[src/ext_bus_pkg.sv]
// Package with constants and carrier types for the external bus unit.
package ext_bus_pkg;

	localparam int unsigned ADDR_W      = 19;
	localparam int unsigned DATA_W      = 16;
	localparam int unsigned ZONE_W      = 3;
	localparam int unsigned PHASE_W     = 4;
	localparam int unsigned NUM_ZONES   = 8;

	// Zone numbers that own a chip select.
	localparam logic [2:0] ZONE_0       = 3'h0;
	localparam logic [2:0] ZONE_1       = 3'h1;
	localparam logic [2:0] ZONE_2       = 3'h2;
	localparam logic [2:0] ZONE_6       = 3'h6;
	localparam logic [2:0] ZONE_7       = 3'h7;

	// Reset values of the timing configuration fields.
	localparam logic [3:0] LEAD_RST     = 4'h3;
	localparam logic [3:0] ACTIVE_RST   = 4'h7;
	localparam logic [3:0] TRAIL_RST    = 4'h3;
	localparam logic       USE_RDY_RST  = 1'b1;
	localparam logic       RDY_ASYNC_RST = 1'b1;

	// Per-zone timing: phase lengths in clock cycles plus ready options.
	typedef struct packed {
		logic [3:0] rd_lead;
		logic [3:0] rd_active;
		logic [3:0] rd_trail;
		logic [3:0] wr_lead;
		logic [3:0] wr_active;
		logic [3:0] wr_trail;
		logic       use_ready;
		logic       ready_async;
	} zone_timing_config_s;

	// One access request from the internal side.
	typedef struct packed {
		logic [2:0]  zone;
		logic [18:0] addr;
		logic        write;
		logic [15:0] wdata;
	} bus_req_s;

	// External pins of the bus, output enables low while driving.
	typedef struct packed {
		logic [18:0] ext_address_bus;
		logic [15:0] ext_data_bus_out;
		logic        addr_oe_n;
		logic        data_oe_n;
		logic        strobe_oe_n;
		logic        zone_low_pair_select_n;
		logic        zone_two_select_n;
		logic        zone_high_pair_select_n;
		logic        ext_write_strobe_n;
		logic        ext_read_strobe_n;
		logic        ext_read_not_write;
	} bus_pins_s;

endpackage

[src/external_bus_unit.sv]
// External parallel bus master: zone decode, strobe timing, ready and hold handshake.
`timescale 1ns/1ps
// Behaviour
// - Drive 19-bit address output, releasable to high impedance.
// - 16-bit bidirectional data bus, tristatable, pulled up weakly outside.
// - Mode select high maps zone 7 externally; low removes it.
// - Mode select captured into config bit at reset; software may rewrite.
// - Hold request releases bus after current access and no pending ones.
// - Hold grant goes low only with all outputs already released.
// - Grant removed after request removed; only then drive bus again.
// - Shared select low for accesses to zone 0 or 1.
// - Dedicated select low for accesses to zone 2.
// - Shared select low for accesses to zone 6 or 7.
// - Write strobe active low with per-zone lead, active, trail.
// - Read strobe active low with per-zone lead, active, trail.
// - Read and write strobes never low together.
// - Read-not-write idles high, low during writes.
// - Ready high completes access; synchronous or asynchronous by configuration.
module external_bus_unit
	import ext_bus_pkg::*;
#(
	parameter int unsigned AW = ext_bus_pkg::ADDR_W,  // Address width.
	parameter int unsigned DW = ext_bus_pkg::DATA_W   // Data width.
) (
	input  wire logic                            clk_sys_i,            // System clock, 50 MHz.
	input  wire logic                            rst_n_i,              // Synchronous reset, active low.
	input  wire logic                            clk_en_i,             // Clock enable, freezes all state when low.
	input  wire ext_bus_pkg::bus_req_s           req_i,                // Access request.
	input  wire logic                            req_valid_i,          // Request pending.
	output logic                                 req_ready_o,          // Request taken at the previous edge, one-cycle pulse.
	output logic                                 done_o,               // Access finished, one-cycle pulse.
	output logic [ext_bus_pkg::DATA_W-1:0]       rdata_o,              // Read data, valid with done_o.
	output logic                                 zone_err_o,           // Request to an unmapped zone, pulse.
	input  wire ext_bus_pkg::zone_timing_config_s zone_timing_config_i [ext_bus_pkg::NUM_ZONES], // Per-zone timing.
	input  wire logic                            mode_wr_i,            // Software write strobe for zone 7 bit.
	input  wire logic                            mode_wdata_i,         // Value written to zone 7 bit.
	output logic                                 upper_zone_en_o,      // Zone 7 mapped externally.
	input  wire logic                            upper_zone_mode_select_i, // Mode select pin.
	input  wire logic                            bus_hold_request_n_i, // Hold request, active low.
	output logic                                 bus_hold_grant_n_o,   // Hold grant, active low.
	output logic                                 bus_hold_grant_oe_n_o, // Grant pin enable, low drives.
	input  wire logic                            ext_ready_in_i,       // Ready from peripheral.
	input  wire logic [ext_bus_pkg::DATA_W-1:0]  ext_data_bus_i,       // Data pins input.
	output ext_bus_pkg::bus_pins_s               pins_o                // Bus pin outputs and enables.
);
	import ext_bus_pkg::*;

	// ************************************************************
	// Sequencer state
	// ************************************************************
	typedef enum logic [2:0] {ST_IDLE, ST_LEAD, ST_ACTIVE, ST_TRAIL, ST_HOLD} bus_state_e;

	bus_state_e          state_q;
	bus_state_e          state_d;
	logic [PHASE_W-1:0]  cnt_q;
	logic [PHASE_W-1:0]  cnt_d;
	bus_req_s            cur_q;
	bus_req_s            cur_d;
	bus_pins_s           pins_q;
	bus_pins_s           pins_d;
	logic [DW-1:0]       rdata_q;
	logic [DW-1:0]       rdata_d;
	logic                done_q;
	logic                done_d;
	logic                acc_q;
	logic                acc_d;
	logic                zerr_q;
	logic                zerr_d;
	logic                grant_n_q;
	logic                grant_n_d;
	logic                up_en_q;
	logic                up_en_d;
	logic                strap_pend_q;
	logic                strap_pend_d;
	logic                ready_s;

	zone_timing_config_s tcfg;
	logic                zone_ok;

	assign tcfg = zone_timing_config_i[cur_q.zone];

	ready_sync u_ready_sync (
		.clk_sys_i (clk_sys_i),
		.rst_n_i   (rst_n_i),
		.clk_en_i  (clk_en_i),
		.async_i   (tcfg.ready_async),
		.ready_i   (ext_ready_in_i),
		.ready_o   (ready_s)
	);

	// Only zones with a chip select exist externally; zone 7 also needs the mode bit.
	always_comb begin
		case (req_i.zone)
			ZONE_0, ZONE_1, ZONE_2, ZONE_6: zone_ok = 1'b1;
			ZONE_7:                         zone_ok = up_en_q;
			default:                        zone_ok = 1'b0;
		endcase
	end

	// ************************************************************
	// Chip-select decode of the incoming request
	// ************************************************************
	logic                sel_low_n;
	logic                sel_two_n;
	logic                sel_high_n;

	// Decoded straight from the request so the selects settle in the same cycle as the address.
	always_comb begin
		sel_low_n  = !(req_i.zone == ZONE_0 || req_i.zone == ZONE_1);
		sel_two_n  = !(req_i.zone == ZONE_2);
		sel_high_n = !(req_i.zone == ZONE_6 || req_i.zone == ZONE_7);
	end

	// ************************************************************
	// Phase lengths of the access in flight
	// ************************************************************
	logic [PHASE_W-1:0]  lead_len;
	logic [PHASE_W-1:0]  act_len;
	logic [PHASE_W-1:0]  trail_len;
	logic [PHASE_W:0]    act_cnt1;

	always_comb begin
		lead_len  = cur_q.write ? tcfg.wr_lead : tcfg.rd_lead;
		act_len   = cur_q.write ? tcfg.wr_active : tcfg.rd_active;
		trail_len = cur_q.write ? tcfg.wr_trail : tcfg.rd_trail;
	end

	// One spare bit keeps a full-scale active length from wrapping while ready is awaited.
	assign act_cnt1 = {1'b0, cnt_q} + (PHASE_W+1)'(1);

	// ************************************************************
	// Configuration bit for zone 7
	// ************************************************************
	always_comb begin
		up_en_d      = up_en_q;
		strap_pend_d = strap_pend_q;
		if (clk_en_i) begin
			if (strap_pend_q) begin
				// The pin is caught on the first enabled cycle after reset, then never looked at again.
				up_en_d      = upper_zone_mode_select_i;
				strap_pend_d = 1'b0;
			end else if (mode_wr_i) begin
				up_en_d = mode_wdata_i;
			end
		end
	end

	// Kept apart from the sequencer so a held bus never delays a software write of the enable.
	always_ff @(posedge clk_sys_i) begin
		if (!rst_n_i) begin
			up_en_q      <= 1'b0;
			strap_pend_q <= 1'b1;
		end else begin
			up_en_q      <= up_en_d;
			strap_pend_q <= strap_pend_d;
		end
	end

	// ************************************************************
	// Next-state logic
	// ************************************************************
	always_comb begin
		state_d   = state_q;
		cnt_d     = cnt_q;
		cur_d     = cur_q;
		pins_d    = pins_q;
		rdata_d   = rdata_q;
		done_d    = done_q;
		acc_d     = acc_q;
		zerr_d    = zerr_q;
		grant_n_d = grant_n_q;
		if (clk_en_i) begin
			// Pulses end only on an enabled edge, so a frozen clock enable stretches them instead of losing them.
			done_d = 1'b0;
			acc_d  = 1'b0;
			zerr_d = 1'b0;
			case (state_q)
				ST_IDLE: begin
					pins_d.zone_low_pair_select_n  = 1'b1;
					pins_d.zone_two_select_n       = 1'b1;
					pins_d.zone_high_pair_select_n = 1'b1;
					pins_d.ext_write_strobe_n      = 1'b1;
					pins_d.ext_read_strobe_n       = 1'b1;
					pins_d.ext_read_not_write      = 1'b1;
					pins_d.data_oe_n               = 1'b1;
					if (req_valid_i && !zone_ok) begin
						acc_d  = 1'b1;
						zerr_d = 1'b1;
					end else if (req_valid_i) begin
						acc_d                          = 1'b1;
						cur_d                          = req_i;
						pins_d.addr_oe_n               = 1'b0;
						pins_d.strobe_oe_n             = 1'b0;
						pins_d.ext_address_bus         = req_i.addr[AW-1:0];
						pins_d.zone_low_pair_select_n  = sel_low_n;
						pins_d.zone_two_select_n       = sel_two_n;
						pins_d.zone_high_pair_select_n = sel_high_n;
						pins_d.ext_read_not_write      = !req_i.write;
						pins_d.ext_data_bus_out        = req_i.wdata;
						pins_d.data_oe_n               = !req_i.write;
						cnt_d                          = '0;
						state_d                        = ST_LEAD;
					end else if (!bus_hold_request_n_i) begin
						// A waiting request is served first, so the bus is given away only when nothing is pending.
						pins_d.addr_oe_n   = 1'b1;
						pins_d.data_oe_n   = 1'b1;
						pins_d.strobe_oe_n = 1'b1;
						state_d            = ST_HOLD;
					end
				end
				ST_LEAD: begin
					cnt_d = cnt_q + 4'h1;
					if (cnt_d >= lead_len) begin
						cnt_d = '0;
						// Only one strobe is ever lowered, chosen by direction.
						pins_d.ext_write_strobe_n = !cur_q.write;
						pins_d.ext_read_strobe_n  = cur_q.write;
						state_d                   = ST_ACTIVE;
					end
				end
				ST_ACTIVE: begin
					if (cnt_q < act_len) begin
						cnt_d = cnt_q + 4'h1;
					end
					if (act_cnt1 >= {1'b0, act_len} && (!tcfg.use_ready || ready_s)) begin
						cnt_d                     = '0;
						rdata_d                   = cur_q.write ? rdata_q : ext_data_bus_i;
						pins_d.ext_write_strobe_n = 1'b1;
						pins_d.ext_read_strobe_n  = 1'b1;
						state_d                   = ST_TRAIL;
					end
				end
				ST_TRAIL: begin
					cnt_d = cnt_q + 4'h1;
					if (cnt_d >= trail_len) begin
						cnt_d   = '0;
						done_d  = 1'b1;
						state_d = ST_IDLE;
					end
				end
				ST_HOLD: begin
					// Grant goes low one cycle after the outputs were released.
					grant_n_d = bus_hold_request_n_i;
					if (bus_hold_request_n_i && !grant_n_q) begin
						grant_n_d = 1'b1;
					end else if (bus_hold_request_n_i && grant_n_q) begin
						// Drive again only after the grant has gone high.
						pins_d.addr_oe_n   = 1'b0;
						pins_d.strobe_oe_n = 1'b0;
						state_d            = ST_IDLE;
					end
				end
				default: begin
					state_d = ST_IDLE;
				end
			endcase
		end
	end

	always_ff @(posedge clk_sys_i) begin
		if (!rst_n_i) begin
			state_q      <= ST_IDLE;
			cnt_q        <= '0;
			cur_q        <= '0;
			pins_q       <= '{ext_address_bus: '0, ext_data_bus_out: '0, addr_oe_n: 1'b0, data_oe_n: 1'b1,
			                  strobe_oe_n: 1'b0, zone_low_pair_select_n: 1'b1, zone_two_select_n: 1'b1,
			                  zone_high_pair_select_n: 1'b1, ext_write_strobe_n: 1'b1,
			                  ext_read_strobe_n: 1'b1, ext_read_not_write: 1'b1};
			rdata_q      <= '0;
			done_q       <= 1'b0;
			acc_q        <= 1'b0;
			zerr_q       <= 1'b0;
			grant_n_q    <= 1'b1;
		end else begin
			state_q      <= state_d;
			cnt_q        <= cnt_d;
			cur_q        <= cur_d;
			pins_q       <= pins_d;
			rdata_q      <= rdata_d;
			done_q       <= done_d;
			acc_q        <= acc_d;
			zerr_q       <= zerr_d;
			grant_n_q    <= grant_n_d;
		end
	end

	// The grant pin is never released, so its enable stays low.
	assign pins_o                = pins_q;
	assign rdata_o               = rdata_q;
	assign done_o                = done_q;
	assign req_ready_o           = acc_q;
	assign zone_err_o            = zerr_q;
	assign bus_hold_grant_n_o    = grant_n_q;
	assign bus_hold_grant_oe_n_o = 1'b0;
	assign upper_zone_en_o       = up_en_q;
endmodule

[src/ready_sync.sv]
// Two-stage synchroniser with a bypass for a ready input that is already synchronous.
`timescale 1ns/1ps
module ready_sync (
	input  wire logic clk_sys_i,    // System clock.
	input  wire logic rst_n_i,      // Synchronous reset, active low.
	input  wire logic clk_en_i,     // Clock enable.
	input  wire logic async_i,      // Take ready as asynchronous.
	input  wire logic ready_i,      // Raw ready pin.
	output logic      ready_o       // Ready as seen by the sequencer.
);
	logic meta_q;
	logic meta_d;
	logic sync_q;
	logic sync_d;

	always_comb begin
		meta_d = meta_q;
		sync_d = sync_q;
		if (clk_en_i) begin
			meta_d = ready_i;
			sync_d = meta_q;
		end
	end

	always_ff @(posedge clk_sys_i) begin
		if (!rst_n_i) begin
			meta_q <= 1'b0;
			sync_q <= 1'b0;
		end else begin
			meta_q <= meta_d;
			sync_q <= sync_d;
		end
	end

	// Asynchronous mode costs two cycles of latency but keeps metastability off the sequencer.
	assign ready_o = async_i ? sync_q : ready_i;
endmodule

[config.mk]
export PLATFORM = sky130hd
export DESIGN_NAME = external_bus_unit
export DESIGN_NICKNAME = d
export VERILOG_FILES = /design/src/ext_bus_pkg.sv /design/src/external_bus_unit.sv /design/src/ready_sync.sv
export SDC_FILE = /design/constraint.sdc
export NUM_CORES = 1
export LEC_CHECK = 0
export BUFFER_PORTS_ARGS = -buffer_cell sky130_fd_sc_hd__buf_4
export CAP_MARGIN = 10
export CELL_PAD_IN_SITES_DETAIL_PLACEMENT = 0
export CELL_PAD_IN_SITES_GLOBAL_PLACEMENT = 1
export CORE_AREA = 2 2 131 133
export CTS_CLUSTER_DIAMETER = 40
export DETAILED_ROUTE_END_ITERATION = 6
export DIE_AREA = 0 0 133 135
export GPL_ROUTABILITY_DRIVEN = 0
export PLACE_DENSITY = 0.85
export SYNTH_ARGS = -nofsm -noshare
export SYNTH_HDL_FRONTEND = slang
export SYNTH_HIERARCHICAL = 1
export SYNTH_SLANG_ARGS = --single-unit
[constraint.sdc]
create_clock -name clk_sys_i -period 6.9 [get_ports clk_sys_i]
set_input_delay 0.345 -clock clk_sys_i [delete_from_list [all_inputs] [get_ports clk_sys_i]]
set_output_delay 0.345 -clock clk_sys_i [all_outputs]
set_load 0.02 [all_outputs]
==> results.yml <==
power_and_ir_drop:
  sw_frac_of_total_pct: 26.07
  seqPwrFrac_pct: 36.2
  p_int_mw: 1.001
  p_leak_nw: 3.385
  peakVddDrop_mv: 0.1461
  powerDensity_nw_per_um2: 171.8
  clkPwrFrac_pct: 37.5
  p_sw_uw: 352.8
  p_comb_share_pct: 26.3
yosys:
  netlist.area_leader.share_pct: 31.61
  synth-xor-area-share_pct: 0.3592
  yosysMostFrequentCell: "nand2_1"
  yosys-top-cells-area: "dfxtp_1, mux4_2, nand2_1"
  synth_common_cells: "nand2_1, dfxtp_1, mux4_2, a21oi_1, nor2_1"
  ys.warnings.count: 6
  syn_inst: 485
  synthMuxAreaShare_pct: 34.38
  ys_ff_latch: 77
  synth_ff_type: "dfxtp_1"
  synth_top_area_cell: "dfxtp_1"
  ys_types: 44
  synth_compound_area_share_pct: 10.36
  async_reset_ff_share_pct: 0
  synth_edf_count: 0
  syn_avg_cell_area_um2: 10.06
  synth-simple-area-share_pct: 13.80
  synthesis.area_um2: 4877
  synth_top_family_by_area: "multiplexers"
  yosysSeqAreaShare_pct: 31.61
  synthAdderAreaFrac_pct: 4.361
  synth_nets: 774
global_routing:
  grt_max_degree: 54
  grt_pass1_wl_mm: 28.32
  grtUsageTotal_pct: 20.47
  grt_overflow: 0
  grt_pass1_vias: 5081
  met3_usage_pct: 7.095
  use_met1_pct: 25.93
  top_usage_layer: "met2"
  antenna_found_initial: 2
  grt_util_met2_pct: 33.71
critical_path:
  crit_fanout: 53
  path_common_cell: "mux4_2"
  critPathSlowestCell: "dfxtp_4"
  cp_top_family: "compound AO/OA/AOI/OAI gates"
  worst_setup_path_end_kind: "register"
  start_kind: "register"
  path_class: "reg2reg"
  cp.arrival_ns: 4.17
  required_ns: 7.15
  critical_path_buf_inv_count: 0
  max_stage_delay_ns: 0.98
  cp_cell_sequence: "mux4_2 > mux4_2 > ha_1 > nand2b_1 > a2111oi_0 > o21ai_0 > o211ai_1 > nand4b_1 > a31oi_1"
floorplanning:
  ios: 338
  rows: 47
  initial_utilization_pct: 29.73
  die_y_um: 135
  core_um2: 16410
  dieArea_um2: 17960
  die_w_um: 133
clock_tree:
  htree_levels: 3
  cts_sinks: 77
  ctsHoldBuffers: 0
  cts_root_buffer: "clkbuf_16"
  cts_resized: 0
  cts.clk_slew.worst_paths_ns: 0.06
  cts_inserted_buffers: 9
  clock_latency_ns: 0.33
  clk_path_buf_depth: 2
  post_cts_buffers: 0
  cts_tree: "built"
timing:
  holdWs_ns: 0.2455
  relSlewSlack_pct: 33.70
  rsz0062_at_grt: "false"
  slew_viol_final: 0
  finalSetupViolCount: 0
  fin_setup_tns_ns: 0
  finalCritPeriodShare_pct: 56.83
  worstMarginPinSlew_ns: 0.9945
  layout_min_cycle_time_ns: 3.921
  hold_viol_final: 0
  fin_skew_ns: 0.006298
  max_freq_mhz: 255.0
final_layout:
  final.fill_count: 1575
  drive_above_1_share_pct: 53.23
  seqCellArea_um2: 1546
  multi_input_area_um2: 3089
  final_area_um2: 7878
  final_nets: 1091
  syn2layout_area_growth_pct: 61.52
placed_design:
  place_area_um2: 7561
  io_buffers: 336
  dpl.hpwl_mm: 14.95
worst_hold_path:
  holdCritPathClass: "in2reg"
detailed_routing:
  vias: 5015
  ant_nets: 0
  dr.pass1.iters: 4
  drcViolationCount: 0
  drt-initial-drc-count: 205
  routedWlPerCell_um: 18.00
  drt-total-wl_mm: 18.49
  vias_per_cell: 4.883
status:
  outcome: "finished clean"
run:
  maxCapViolations: 0
## worst reg2reg max path, cell delays in order, from the launching register on
cell       delay, ns
dfxtp_4         0.98
mux4_2          0.62
mux4_2          0.51
ha_1            0.28
nand2b_1        0.14
a2111oi_0       0.54
o21ai_0         0.23
o211ai_1        0.24
nand4b_1        0.14
a31oi_1         0.17
## layout make-up
cell class	count	share of cell area, %
Antenna cell	1	0.03177
Clock buffer	11	3.081
Clock inverter	4	0.9053
Inverter	20	0.9530
Multi-Input combinational cell	351	39.22
Sequential cell	77	19.63
Tap cell	220	3.494
Timing Repair Buffer	343	32.69
## layer usage
metal / wire length [um] / share of wire [%] / up-vias
met5: 14 / 0.076 / -
met3: 1629 / 8.8 / 22
met2: 9187 / 50 / 210
met4: 292 / 1.6 / 2
li1: - / - / 2422
met1: 7366 / 40 / 2359
## layout by cell type (no fill, tap or decap), types with 3 or more instances in the layout
cell type	instances
nand3_1	4
or3_1	4
clkbuf_16	9
o22ai_1	5
ha_1	17
inv_1	19
mux2i_1	19
nor2b_1	4
mux4_2	64
a31oi_1	4
dfxtp_1	75
a2bb2oi_1	3
a21oi_1	51
nand2_1	99
o21ai_0	13
nor2_1	31
nand2b_1	4
buf_4	343
## metrics by stage
stage          worst slack [ns]  cells  power, mW  utilization (%)
2_1_floorplan             3.254    485     0.6720                -
3_3_place_gp              2.917   1011     0.8541            46.08
3_5_place_dp              2.918   1011     0.8567            46.08
4_1_cts                   2.890   1026      1.370            48.00
5_1_grt                   2.485   1026      1.418            48.00
6_report                  2.979   1027      1.353            48.01
## sequential cells by signal, indices dropped and copies added, names as in the netlist
| register | cells |
|---|---|
| bus_hold_grant_n_o | 1 |
| pins_o | 42 |
| upper_zone_en_o | 1 |
| done_o | 1 |
| req_ready_o | 1 |
| cur_q | 4 |
| zone_err_o | 1 |
| u_ready_sync/meta_q | 1 |
| u_ready_sync/sync_q | 1 |
| state_q | 3 |
| cnt_q | 4 |
| strap_pend_q | 1 |
| rdata_o | 16 |
## logic make-up after synthesis
family,after synthesis
other,1
adders and majority gates,17
muxes,86
and+or+nand+nor,157
buffers and inverters,57
AOI/OAI and AO/OA,88
DFF,77
xor gates and xnor gates,2
## worst paths after layout
kind	slack [ns]	from	end	depth (start not counted)
worst min register to register	0.45	pins_o[37]	pins_o[37]	2
worst min-delay path	0.25	ext_data_bus_i[14]	rdata_o[14]	3
worst max register to register	2.98	cur_q[36]	cnt_q[2]	9
worst max-delay path	2.98	cur_q[36]	cnt_q[2]	9
## power groups by stage
stage | clock network (mW) | registers (mW) | logic (mW)
global route | 0.538 | 0.495 | 0.386
finish | 0.508 | 0.490 | 0.356
CTS | 0.522 | 0.490 | 0.358
global placement | 0 | 0.500 | 0.354
floorplan | 0 | 0.502 | 0.170
detailed placement | 0 | 0.500 | 0.357
No activity file was read; power rests on OpenSTA's default activity.
